===== config.mk =====
export PLATFORM = sky130hd
export DESIGN_NAME = lin_header_control_and_frame_timer
export DESIGN_NICKNAME = d
export VERILOG_FILES = /design/src/hw/lin_hdr_pkg.sv /design/src/hw/lin_header_control_and_frame_timer.sv
export SDC_FILE = /design/constraint.sdc
export NUM_CORES = 1
export LEC_CHECK = 0
export ABC_AREA = 1
export BUFFER_PORTS_ARGS = -buffer_cell sky130_fd_sc_hd__buf_2
export CAP_MARGIN = 20
export CORE_ASPECT_RATIO = 0.5
export CORE_UTILIZATION = 40
export DETAILED_ROUTE_END_ITERATION = 7
export SYNTH_ARGS = -nofsm -noshare
export SYNTH_HDL_FRONTEND = slang
export SYNTH_SLANG_ARGS = --single-unit

===== constraint.sdc =====
create_clock -name I_SYS_CLK -period 2.3 [get_ports I_SYS_CLK]
set_input_delay 0.46 -clock I_SYS_CLK [delete_from_list [all_inputs] [get_ports I_SYS_CLK]]
set_output_delay 0.46 -clock I_SYS_CLK [all_outputs]
set_load 0.05 [all_outputs]

===== src/hw/lin_hdr_pkg.sv =====
// constants and carriers shared by the header control block
package lin_hdr_pkg;
	// register indices; byte address is four times the index
	localparam logic [17:0] IDX_CONTROL = 18'h0A090;
	localparam logic [17:0] IDX_TIMER_HIGH = 18'h0A091;
	localparam logic [17:0] IDX_TIMER_LOW = 18'h0A092;
	localparam logic [17:0] IDX_RATE = 18'h0A093;
	localparam logic [17:0] IDX_FLAGS = 18'h0A095;
	// control field positions
	localparam int BIT_FUNC_ON = 7;
	localparam int BIT_MASTER = 6;
	localparam int BIT_ASYNC_ALWAYS = 5;
	localparam int BIT_ASYNC_ONCE = 4;
	localparam int BIT_BREAK_REQ = 3;
	localparam int BIT_EXTRA_HI = 2;
	// flag field positions
	localparam int BIT_DONE = 3;
	localparam int BIT_SYNC_RX = 1;
	localparam int BIT_LIMIT_HIT = 0;
	// reset values
	localparam logic [7:0] RST_CONTROL = 8'h00;
	localparam logic [7:0] RST_TIMER_BYTE = 8'hFF;
	localparam logic [15:0] RST_RATE = 16'h0000;
	// break length in bit times
	localparam logic [4:0] BREAK_BASE_BITS = 5'h0D;
	localparam logic [1:0] HTRANS_NONSEQ = 2'h2;

	typedef struct packed {
		logic valid;
		logic [15:0] divisor;
	} sync_meas_t;

	typedef struct packed {
		logic func_on;
		logic master;
		logic async_always;
		logic async_once;
		logic break_req;
		logic [2:0] extra_len;
	} control_t;

	typedef enum logic [1:0] {
		BRK_IDLE = 2'b00,
		BRK_ALIGN = 2'b01,
		BRK_DOMINANT = 2'b10,
		BRK_DELIMIT = 2'b11
	} brk_state_t;
endpackage


===== src/hw/lin_header_control_and_frame_timer.sv =====
// LIN header control, break sender, auto sync and frame/idle timer
`timescale 1ns/1ps
module lin_header_control_and_frame_timer (
	// clock and reset
	input wire logic I_SYS_CLK,
	input wire logic I_RESET_N,
	// ahb-lite slave
	input wire logic I_HSEL,
	input wire logic [31:0] I_HADDR,
	input wire logic [1:0] I_HTRANS,
	input wire logic I_HWRITE,
	input wire logic [2:0] I_HSIZE,
	input wire logic [31:0] I_HWDATA,
	input wire logic I_HREADY,
	output logic O_HREADYOUT,
	output logic O_HRESP,
	output logic [31:0] O_HRDATA,
	// uart path side
	input wire logic I_BAUD_TICK,
	input wire logic I_RX_PIN,
	input wire lin_hdr_pkg::sync_meas_t I_SYNC,
	output logic O_TX_OVERRIDE,
	output logic O_TX_LEVEL,
	output logic [15:0] O_RATE_DIVISOR,
	// event flags
	output logic O_LIMIT_HIT,
	output logic O_SYNC_RECEIVED,
	output logic O_SYNC_DONE
);

	// ---------------------------------------------------------------
	// bus decode
	// ---------------------------------------------------------------
	logic ph_write;
	logic ph_valid;
	logic [17:0] ph_index;
	wire take = I_HSEL && I_HREADY && (I_HTRANS == lin_hdr_pkg::HTRANS_NONSEQ);
	wire [17:0] a_index = I_HADDR[19:2];
	wire wr_now = ph_valid && ph_write;
	wire wr_ctrl = wr_now && (ph_index == lin_hdr_pkg::IDX_CONTROL);
	wire wr_thi = wr_now && (ph_index == lin_hdr_pkg::IDX_TIMER_HIGH);
	wire wr_tlo = wr_now && (ph_index == lin_hdr_pkg::IDX_TIMER_LOW);
	wire wr_rate = wr_now && (ph_index == lin_hdr_pkg::IDX_RATE);
	wire wr_flags = wr_now && (ph_index == lin_hdr_pkg::IDX_FLAGS);
	wire [7:0] wd = I_HWDATA[7:0];

	assign O_HREADYOUT = 1'b1;
	assign O_HRESP = 1'b0;

	always_ff @(posedge I_SYS_CLK or negedge I_RESET_N) begin
		if (!I_RESET_N) begin
			ph_valid <= 1'b0;
			ph_write <= 1'b0;
			ph_index <= '0;
		end else begin
			ph_valid <= take;
			ph_write <= I_HWRITE;
			ph_index <= a_index;
		end
	end

	// ---------------------------------------------------------------
	// rx synchroniser and edge
	// ---------------------------------------------------------------
	logic rx_q1;
	logic rx_q2;
	logic rx_q3;
	always_ff @(posedge I_SYS_CLK or negedge I_RESET_N) begin
		if (!I_RESET_N) begin
			rx_q1 <= 1'b1;
			rx_q2 <= 1'b1;
			rx_q3 <= 1'b1;
		end else begin
			rx_q1 <= I_RX_PIN;
			rx_q2 <= rx_q1;
			rx_q3 <= rx_q2;
		end
	end
	wire rx_edge = rx_q2 ^ rx_q3;

	// ---------------------------------------------------------------
	// control register
	// ---------------------------------------------------------------
	lin_hdr_pkg::control_t ctrl;
	lin_hdr_pkg::control_t next_ctrl;
	lin_hdr_pkg::brk_state_t brk_state;
	lin_hdr_pkg::brk_state_t next_brk_state;
	logic [4:0] brk_cnt;
	logic [15:0] measured_rate_divisor;
	logic [15:0] rate_divisor;
	logic [15:0] frame_idle_counter;
	logic [15:0] counter_limit;
	logic counter_limit_hit;
	logic sync_received_irq;
	logic auto_sync_done_irq;
	logic hit_prev;

	wire on = ctrl.func_on;
	wire slave_sync = on && !ctrl.master && I_SYNC.valid;
	wire auto_upd = slave_sync && (ctrl.async_always || ctrl.async_once);
	wire [4:0] brk_len = lin_hdr_pkg::BREAK_BASE_BITS + {2'b00, ctrl.extra_len};
	wire brk_start = (brk_state == lin_hdr_pkg::BRK_ALIGN) && I_BAUD_TICK && on;
	wire brk_done = (brk_state == lin_hdr_pkg::BRK_DELIMIT) && I_BAUD_TICK;
	wire new_on = wd[lin_hdr_pkg::BIT_FUNC_ON];
	wire new_master = on ? ctrl.master : wd[lin_hdr_pkg::BIT_MASTER];
	wire brk_set = wr_ctrl && wd[lin_hdr_pkg::BIT_BREAK_REQ] && new_on && new_master;

	always_comb begin
		next_ctrl = ctrl;
		if (wr_ctrl) begin
			next_ctrl.func_on = new_on;
			next_ctrl.master = new_master;
			next_ctrl.async_always = wd[lin_hdr_pkg::BIT_ASYNC_ALWAYS];
			next_ctrl.async_once = wd[lin_hdr_pkg::BIT_ASYNC_ONCE];
			next_ctrl.extra_len = wd[lin_hdr_pkg::BIT_EXTRA_HI:0];
		end
		// one-shot consumed by the update it enabled
		if (auto_upd && !ctrl.async_always) begin
			next_ctrl.async_once = 1'b0;
		end
		// writes of zero to the break bit never clear a running break; a write clearing func_on does
		if (brk_done) begin
			next_ctrl.break_req = 1'b0;
		end
		if (brk_set) begin
			next_ctrl.break_req = 1'b1;
		end
		if (!next_ctrl.func_on) begin
			next_ctrl.break_req = 1'b0;
		end
	end

	always_ff @(posedge I_SYS_CLK or negedge I_RESET_N) begin
		if (!I_RESET_N) begin
			ctrl <= lin_hdr_pkg::RST_CONTROL;
		end else begin
			ctrl <= next_ctrl;
		end
	end

	// ---------------------------------------------------------------
	// break sender
	// ---------------------------------------------------------------
	always_comb begin
		next_brk_state = brk_state;
		case (brk_state)
			lin_hdr_pkg::BRK_IDLE: begin
				if (ctrl.break_req) begin
					next_brk_state = lin_hdr_pkg::BRK_ALIGN;
				end
			end
			lin_hdr_pkg::BRK_ALIGN: begin
				if (I_BAUD_TICK) begin
					next_brk_state = lin_hdr_pkg::BRK_DOMINANT;
				end
			end
			lin_hdr_pkg::BRK_DOMINANT: begin
				if (I_BAUD_TICK && (brk_cnt == brk_len - 5'h01)) begin
					next_brk_state = lin_hdr_pkg::BRK_DELIMIT;
				end
			end
			lin_hdr_pkg::BRK_DELIMIT: begin
				if (I_BAUD_TICK) begin
					next_brk_state = lin_hdr_pkg::BRK_IDLE;
				end
			end
			default: next_brk_state = lin_hdr_pkg::BRK_IDLE;
		endcase
		if (!on) begin
			next_brk_state = lin_hdr_pkg::BRK_IDLE;
		end
	end

	always_ff @(posedge I_SYS_CLK or negedge I_RESET_N) begin
		if (!I_RESET_N) begin
			brk_state <= lin_hdr_pkg::BRK_IDLE;
			brk_cnt <= '0;
		end else begin
			brk_state <= next_brk_state;
			if (brk_state != lin_hdr_pkg::BRK_DOMINANT) begin
				brk_cnt <= '0;
			end else if (I_BAUD_TICK) begin
				brk_cnt <= brk_cnt + 5'h01;
			end
		end
	end

	always_ff @(posedge I_SYS_CLK or negedge I_RESET_N) begin
		if (!I_RESET_N) begin
			O_TX_OVERRIDE <= 1'b0;
			O_TX_LEVEL <= 1'b1;
		end else begin
			O_TX_OVERRIDE <= (next_brk_state == lin_hdr_pkg::BRK_DOMINANT)
				|| (next_brk_state == lin_hdr_pkg::BRK_DELIMIT);
			O_TX_LEVEL <= next_brk_state != lin_hdr_pkg::BRK_DOMINANT;
		end
	end

	// ---------------------------------------------------------------
	// divisors and sync
	// ---------------------------------------------------------------
	// operating rate is clock / (divisor + 1), divided in the uart path
	always_ff @(posedge I_SYS_CLK or negedge I_RESET_N) begin
		if (!I_RESET_N) begin
			measured_rate_divisor <= lin_hdr_pkg::RST_RATE;
			rate_divisor <= lin_hdr_pkg::RST_RATE;
		end else begin
			if (slave_sync) begin
				measured_rate_divisor <= I_SYNC.divisor;
			end
			if (auto_upd) begin
				rate_divisor <= I_SYNC.divisor;
			end else if (wr_rate) begin
				rate_divisor <= I_HWDATA[15:0];
			end
		end
	end
	assign O_RATE_DIVISOR = rate_divisor;

	// ---------------------------------------------------------------
	// frame / idle timer
	// ---------------------------------------------------------------
	wire cnt_clear = ctrl.master ? brk_start : rx_edge;
	wire hit_cond = on && (ctrl.master ? (frame_idle_counter >= counter_limit)
		: (frame_idle_counter == counter_limit));
	wire hit_evt = hit_cond && !hit_prev;

	always_ff @(posedge I_SYS_CLK or negedge I_RESET_N) begin
		if (!I_RESET_N) begin
			frame_idle_counter <= {lin_hdr_pkg::RST_TIMER_BYTE, lin_hdr_pkg::RST_TIMER_BYTE};
			counter_limit <= {lin_hdr_pkg::RST_TIMER_BYTE, lin_hdr_pkg::RST_TIMER_BYTE};
			hit_prev <= 1'b0;
		end else begin
			hit_prev <= hit_cond;
			if (on && cnt_clear) begin
				frame_idle_counter <= '0;
			end else if (on && I_BAUD_TICK && (frame_idle_counter != 16'hFFFF)) begin
				frame_idle_counter <= frame_idle_counter + 16'h0001;
			end
			if (wr_thi) begin
				counter_limit[15:8] <= wd;
			end
			if (wr_tlo) begin
				counter_limit[7:0] <= wd;
			end
		end
	end

	// ---------------------------------------------------------------
	// sticky flags, write zero clears, set wins
	// ---------------------------------------------------------------
	wire clr_hit = wr_flags && !wd[lin_hdr_pkg::BIT_LIMIT_HIT];
	wire clr_rx = wr_flags && !wd[lin_hdr_pkg::BIT_SYNC_RX];
	wire clr_done = wr_flags && !wd[lin_hdr_pkg::BIT_DONE];
	always_ff @(posedge I_SYS_CLK or negedge I_RESET_N) begin
		if (!I_RESET_N) begin
			counter_limit_hit <= 1'b0;
			sync_received_irq <= 1'b0;
			auto_sync_done_irq <= 1'b0;
		end else begin
			counter_limit_hit <= hit_evt || (counter_limit_hit && !clr_hit);
			sync_received_irq <= slave_sync || (sync_received_irq && !clr_rx);
			auto_sync_done_irq <= auto_upd || (auto_sync_done_irq && !clr_done);
		end
	end
	assign O_LIMIT_HIT = counter_limit_hit;
	assign O_SYNC_RECEIVED = sync_received_irq;
	assign O_SYNC_DONE = auto_sync_done_irq;

	// ---------------------------------------------------------------
	// read data, registered at address phase
	// ---------------------------------------------------------------
	wire [7:0] rd_ctrl = {ctrl.func_on, ctrl.master, 1'b0, ctrl.async_once, ctrl.break_req, ctrl.extra_len};
	wire [7:0] rd_flags = {4'h0, auto_sync_done_irq, 1'b0, sync_received_irq, counter_limit_hit};
	wire [31:0] rd_mux =
		(a_index == lin_hdr_pkg::IDX_CONTROL) ? {24'h000000, rd_ctrl} :
		(a_index == lin_hdr_pkg::IDX_TIMER_HIGH) ? {24'h000000, frame_idle_counter[15:8]} :
		(a_index == lin_hdr_pkg::IDX_TIMER_LOW) ? {24'h000000, frame_idle_counter[7:0]} :
		(a_index == lin_hdr_pkg::IDX_RATE) ? {16'h0000, measured_rate_divisor} :
		(a_index == lin_hdr_pkg::IDX_FLAGS) ? {24'h000000, rd_flags} : 32'h00000000;
	always_ff @(posedge I_SYS_CLK or negedge I_RESET_N) begin
		if (!I_RESET_N) begin
			O_HRDATA <= '0;
		end else if (take && !I_HWRITE) begin
			O_HRDATA <= rd_mux;
		end
	end
endmodule


==> results of run 1 <==
-- worst reg2reg max path, cell delays in order, from the launching register on --
cell and delay (ns):
dfrtp_1 0.42, o21ai_2 0.66, nand2_2 0.45, nor2_1 0.24, a21oi_2 0.05
-- stage by stage --
| step | cell area [µm²] | worst slack (ns) | power (mW) | utilization |
|---|---|---|---|---|
| 6_report | 7720 | 0.357 | 6.05 | 0.495 |
| 3_3_place_gp | 7080 | 0.399 | 3.21 | 0.455 |
| 3_5_place_dp | 7080 | 0.366 | 3.24 | 0.455 |
| 5_1_grt | 7720 | 0.169 | 6.28 | 0.495 |
| 2_1_floorplan | 6510 | 0.635 | 2.99 | - |
| 4_1_cts | 7720 | 0.331 | 6.10 | 0.495 |
-- cells in the final DEF (no fill, tap or decap), types with 3 or more instances in the layout --
cell type and instances:
buf_4 9, clkbuf_16 17, xor2_1 7, a21oi_1 20
nand2_1 191, conb_1 18, nand2_2 4, o211ai_1 6
inv_1 96, nor2_2 4, nor3_1 19, dfstp_2 36
bufinv_16 4, nor2_1 58, dfrtp_1 88, inv_2 4
o21ai_2 11, nand4_2 3, clkinv_4 3, ha_1 18
nand3_1 32, buf_12 3, a21oi_2 7, nor3_2 3
o21ai_0 43, clkinv_2 3, mux2i_1 4, nand4_1 35
o21ai_1 18, buf_2 95
-- cell families (layout without fill, tap and decap cells) --
group                    after synthesis  in the layout  synth area share
AO/OA/AOI/OAI                        111            111             0.101
other                                  2             18           0.00117
multiplexers                           4              4           0.00621
buffers and inverters                140            240             0.103
AND/OR/NAND/NOR                      363            363             0.255
adder cells (fa/ha/maj)               18             18            0.0349
flip-flops                           124            124             0.488
XOR/XNOR                               7              7           0.00951
-- power breakdown --
group / internal, mW / total, mW / leakage (nW) / switching, mW
logic: 0.204 / 0.797 / 2.25 / 0.592
registers: 2.33 / 2.40 / 1.44 / 0.0705
clock network: 1.85 / 2.86 / 0.304 / 1.01
-- worst min path at each step --
stage                       end  slack (ns)  cells after the start
floorplan           O_HRDATA[0]        0.16                      0
global placement          rx_q2        0.35                      0
detailed placement        rx_q2        0.35                      0
CTS                  brk_cnt[0]        0.06                      1
global route         brk_cnt[0]         0.1                      1
finish              O_HRDATA[3]        0.06                      1
-- routing by layer --
metal / wire length, µm / track usage
met5: 0 / 0
met3: 974 / 0.0433
met4: 290 / 0.0720
met1: 7800 / 0.286
met2: 7150 / 0.326
-- synth_stat cells (all sizes together) --
master  instances
o22ai           2
buf            33
a21oi          27
dfstp          36
and3            2
nand3          33
nand4          38
clkinv          1
nand2         196
o211ai          6
dfrtp          88
ha             18
or2             2
inv           100
o21bai          2
o21ai          72
nor4            2
conb            2
nor3b           1
clkbuf          6
mux2i           4
nor3           23
o21a            2
xor2            7
nand3b          2
nor2           64
-- state kept, by name, indices dropped and copies added, names as in the netlist, 2 cells and up --
name	cells
frame_idle_counter	16
counter_limit	16
brk_state	2
O_RATE_DIVISOR	16
brk_cnt	5
ph_index	18
ctrl	7
measured_rate_divisor	16
O_HRDATA	16
-- area by class of cell --
cell class | count | area, µm²
clock buffer | 19 | 443
inverter | 101 | 380
timing repair buffer | 107 | 603
clock inverter | 13 | 189
multi-input combinational | 521 | 2700
fill | 1517 | 7860
tap | 204 | 255
sequential | 124 | 3150
==> flow_summary.toml, run 1 <==
[final_layout]
layout.cells.non_filler = 1089
syn_to_final_growth_pct = 19.7
layout-drive-gt1-share = 0.246
antenna_cells = 0
fin_nets = 983

[sta]
hold_violations = 0
clock.fmax_mhz = 515
setup-tns-final_ns = 0
fin_crit_sh = 0.845
max-slew-margin-rel = 0.454
worstMarginPinSlew_ns = 0.819
period_minus_slack_ns = 1.94
setup_viol = 0
rsz0062_at_grt = "no"
finalMaxSlewViolations = 0
worst_hold_slack_ns = 0.0559
fin_worst_skew_ns = 0.0100

[yosys]
synth_top_cell_by_area = "dfrtp_1"
avgSynthCellArea_um2 = 8.38
synth_warnings = 0
synthCells = 769
yosys.cell_types.count = 42
ys_top_cells_by_area = "dfrtp_1 (34%), dfstp_2 (15%), nand2_1 (11%), inv_1 (5.6%), ha_1 (3.5%)"
ys_ff_latch = 124
netlist_area_um2 = 6450
synth.top_cell.area_share = 0.342
seq_area_frac_synth = 0.488

[floorplanning]
io_pins = 148
core_um2 = 15600
dieWidth_um = 182
start_util = 0.414
rows = 32
fp.dieH_um = 91.8
dieArea_um2 = 16700

[grt]
grt_pass1_wl_mm = 26.7
overflow = 0
antenna_found_initial = 0
grtUsageTotal = 0.208
grt_max_degree = 42
grt_pass1_vias = 5266

[drt]
vias_per_cell = 5.00
firstDrtPassIters = 5
drtIter0Drc = 372
drtAntennaViolNets = 0
num_vias = 5440
drc_errors = 0
routedWlPerCell_um = 14.9
wl_mm = 16.2

[critical_path]
endpoint = "O_RATE_DIVISOR[2]"
timing.rr.start = "ctrl[4]"
crit_chain = "o21ai_2 -> nand2_2 -> nor2_1 -> a21oi_2"
crit_type = "register to register"
cpPeakStageDelay_ns = 0.66
path_depth = 4
cp-end-kind = "register"
critPathRequiredTime_ns = 2.58
crit_arrival_ns = 2.22
crit_slowest_cell = "o21ai_2"
startpoint_type = "register"
crit_buf_inv = 0
r2r_cells = 4
crit_path_start = "ctrl[4]"
crit_path_max_fanout = 21
reg2reg_slack_ns = 0.36
crit_family = "compound AO/OA/AOI/OAI gates"
reg2reg_to = "O_RATE_DIVISOR[2]"

[cts]
hold_buffers = 0
cts_root_buffer = "clkbuf_16"
cts.repair.resized = 0
clkSinkCount = 124
post_cts_buffers = 0
ctsHtreeMaxLevel = 4
tritoncts = "built"
clock_path_buffers = 2
numCtsBuffers = 17
clk_pin_slew_ns = 0.06
clk_latency_ns = 0.41

[pwr]
peakVddDrop_v = 0.000404
p_per_area_nw_per_um2 = 784
power_leakage_nw = 4.00

[flow_run]
drv_cap = 0

[placement]
place_inst = 1057
gp_congestion = 0.938
dp_hpwl_mm = 12.2
portBuffers = 96

[hold_path]
min_path_type = "primary input to asynchronous set/reset pin"

[run_status]
status = "finished, final reports clean"
Power figures use the tool's default switching activity.
==> run 2: changes to the inputs <==
Clock period 2.3 ns to 2 ns, I/O delays scaled along.
==> flow_summary.toml, run 2 (synthesized netlist as in run 1, its figures left out) <==
[cts]
cts_root_buffer = "clkbuf_16"
clock_path_buffers = 2
numCtsBuffers = 17
tritoncts = "built"
clk_latency_ns = 0.41
ctsHtreeMaxLevel = 4
clkSinkCount = 124
clk_pin_slew_ns = 0.06
post_cts_buffers = 0

[hold_path]
min_path_type = "primary input to register"

[grt]
antenna_found_initial = 0
grt_max_degree = 36
grtUsageTotal = 0.215
grt_pass1_wl_mm = 27.4
overflow = 0
grt_pass1_vias = 5204

[drt]
vias_per_cell = 5.00
drc_errors = 0
drtAntennaViolNets = 0
num_vias = 5500
wl_mm = 16.7
drtIter0Drc = 430
firstDrtPassIters = 6
routedWlPerCell_um = 15.1

[critical_path]
crit_arrival_ns = 2.17
worst_path_most_repeated_cell = "nand2_1"
startpoint_type = "register"
reg2reg_slack_ns = 0.19
crit_chain = "ha_1 -> nand3_2 -> nor2_2 -> nand2_1 -> nor2_2 -> a21oi_2 -> clkinv_2 -> nand2_4 -> inv_1 -> nand2_1 -> nand2_1"
cp-end-kind = "register"
critPathRequiredTime_ns = 2.36
crit_buf_inv = 2
cpPeakStageDelay_ns = 0.59
crit_family = "simple AND/OR/NAND/NOR gates"
crit_type = "register to register"
crit_slowest_cell = "dfstp_2"
crit_path_max_fanout = 18

[run_status]
status = "finished, final reports clean"

[placement]
portBuffers = 96
post-place-ws_ns = 0.181
placed_area_um2 = 7170
dp_hpwl_mm = 12.6
gp_congestion = 0.907

[floorplanning]
dieWidth_um = 182
fp.dieH_um = 91.8
io_pins = 148
start_util = 0.414
rows = 32
core_um2 = 15600
dieArea_um2 = 16700

[final_layout]
largest_reg_flops = 18
fillers = 1468
syn_to_final_growth_pct = 20.4
final_cell_mix = "nand2_1 (191), inv_1 (96), buf_2 (95)"
layout_commonest_cell = "nand2_1"
fin_nets = 996
layout-drive-gt1-share = 0.250
final-seq-area_um2 = 3150
fin_area_um2 = 7760
largest_register = "ph_index"
antenna_cells = 0
multi_input_area_um2 = 2700

[sta]
setup_viol = 0
finalMaxSlewViolations = 0
clock.fmax_mhz = 551
fin_crit_sh = 0.907
fin_worst_skew_ns = 0.0107
hold_violations = 0
rsz0062_at_grt = "no"
final.setup.worst_slack_ns = 0.185
period_minus_slack_ns = 1.81
max-slew-margin-rel = 0.635
setup-tns-final_ns = 0
worstMarginPinSlew_ns = 0.547

[pwr]
internal_power_mw = 4.90
power_leakage_nw = 4.04
seqPwrFrac = 0.408
p_per_area_nw_per_um2 = 871
switchingPower_mw = 1.86
peakVddDrop_v = 0.000617
clkPwrFrac = 0.452
p_sw_frac = 0.275
p_comb_frac = 0.139

[flow_run]
drv_cap = 0
==> run 2: cell count changes in the layout (fill, tap and decap cells not counted), moves of 2 or more <==
cell	change
clkbuf_1	+4
inv_6	-2
o21ai_1	+2
clkinv_4	-2
buf_4	+12
o21ai_0	-2
clkinvlp_4	-2
==> run 2: what timing repair did <==
item | CTS | global route
hold buffers | 1 | 0
hold endpoints to repair | 18 | 0
endpoints found under the setup margin | 0 | 2
resized for setup | 0 | 2
==> run 2: path summary, 6_finish.rpt <==
check | depth (start not counted) | to | start
setup / recovery | 11 | frame_idle_counter[4] | frame_idle_counter[0]
hold / removal | 1 | rx_q1 | I_RX_PIN
setup reg to reg | 11 | frame_idle_counter[4] | frame_idle_counter[0]
hold reg to reg | 0 | rx_q2 | rx_q1
max in group asynchronous | 3 | rx_q3 | I_RESET_N
min in group asynchronous | 2 | O_HRDATA[3] | I_RESET_N
==> run 2: stage by stage <==
step / hold WS, ns / utilization / total power, mW / std cells
floorplan: 0.104 / - / 3.44 / 785
global placement: 0.347 / 0.461 / 3.71 / 1069
detailed placement: 0.352 / 0.461 / 3.74 / 1069
CTS: 0.0833 / 0.498 / 6.82 / 1101
global route: 0.0846 / 0.498 / 7.06 / 1101
finish: 0.0902 / 0.498 / 6.76 / 1101
==> run 2: power by group through the flow <==
| stage | Sequential (mW) | Combinational (mW) | Clock, mW |
|---|---|---|---|
| after floorplan | 2.98 | 0.456 | 0 |
| final | 2.76 | 0.941 | 3.06 |
| after detailed placement | 2.80 | 0.941 | 0 |
| after global placement | 2.79 | 0.919 | 0 |
| after global routing | 2.78 | 1.05 | 3.23 |
| after CTS | 2.76 | 0.948 | 3.11 |
==> run 2: worst reg2reg max path, stage by stage (launching register included) <==
cell and delay (ns):
dfstp_2 0.59, ha_1 0.20, nand3_2 0.13, nor2_2 0.12, nand2_1 0.09, nor2_2 0.12
a21oi_2 0.08, clkinv_2 0.07, nand2_4 0.14, inv_1 0.12, nand2_1 0.05, nand2_1 0.06
==> run 2: final cells by class <==
| type | instances | area share |
|---|---|---|
| Clock buffer | 23 | 0.0590 |
| Inverter | 101 | 0.0490 |
| Timing Repair Buffer | 120 | 0.0906 |
| Multi-Input combinational cell | 521 | 0.348 |
| Clock inverter | 8 | 0.0152 |
| Tap cell | 204 | 0.0329 |
| Sequential cell | 124 | 0.406 |
==> run 2: layer usage <==
| layer | wire length (µm) | vias up | share of wire | track usage |
|---|---|---|---|---|
| met5 | 0 | - | 0 | 0 |
| met4 | 157 | 0 | 0.0094 | 0.0586 |
| met3 | 1360 | 16 | 0.082 | 0.0536 |
| met2 | 7500 | 171 | 0.45 | 0.335 |
| met1 | 7650 | 2612 | 0.46 | 0.298 |
| li1 | - | 2701 | - | - |
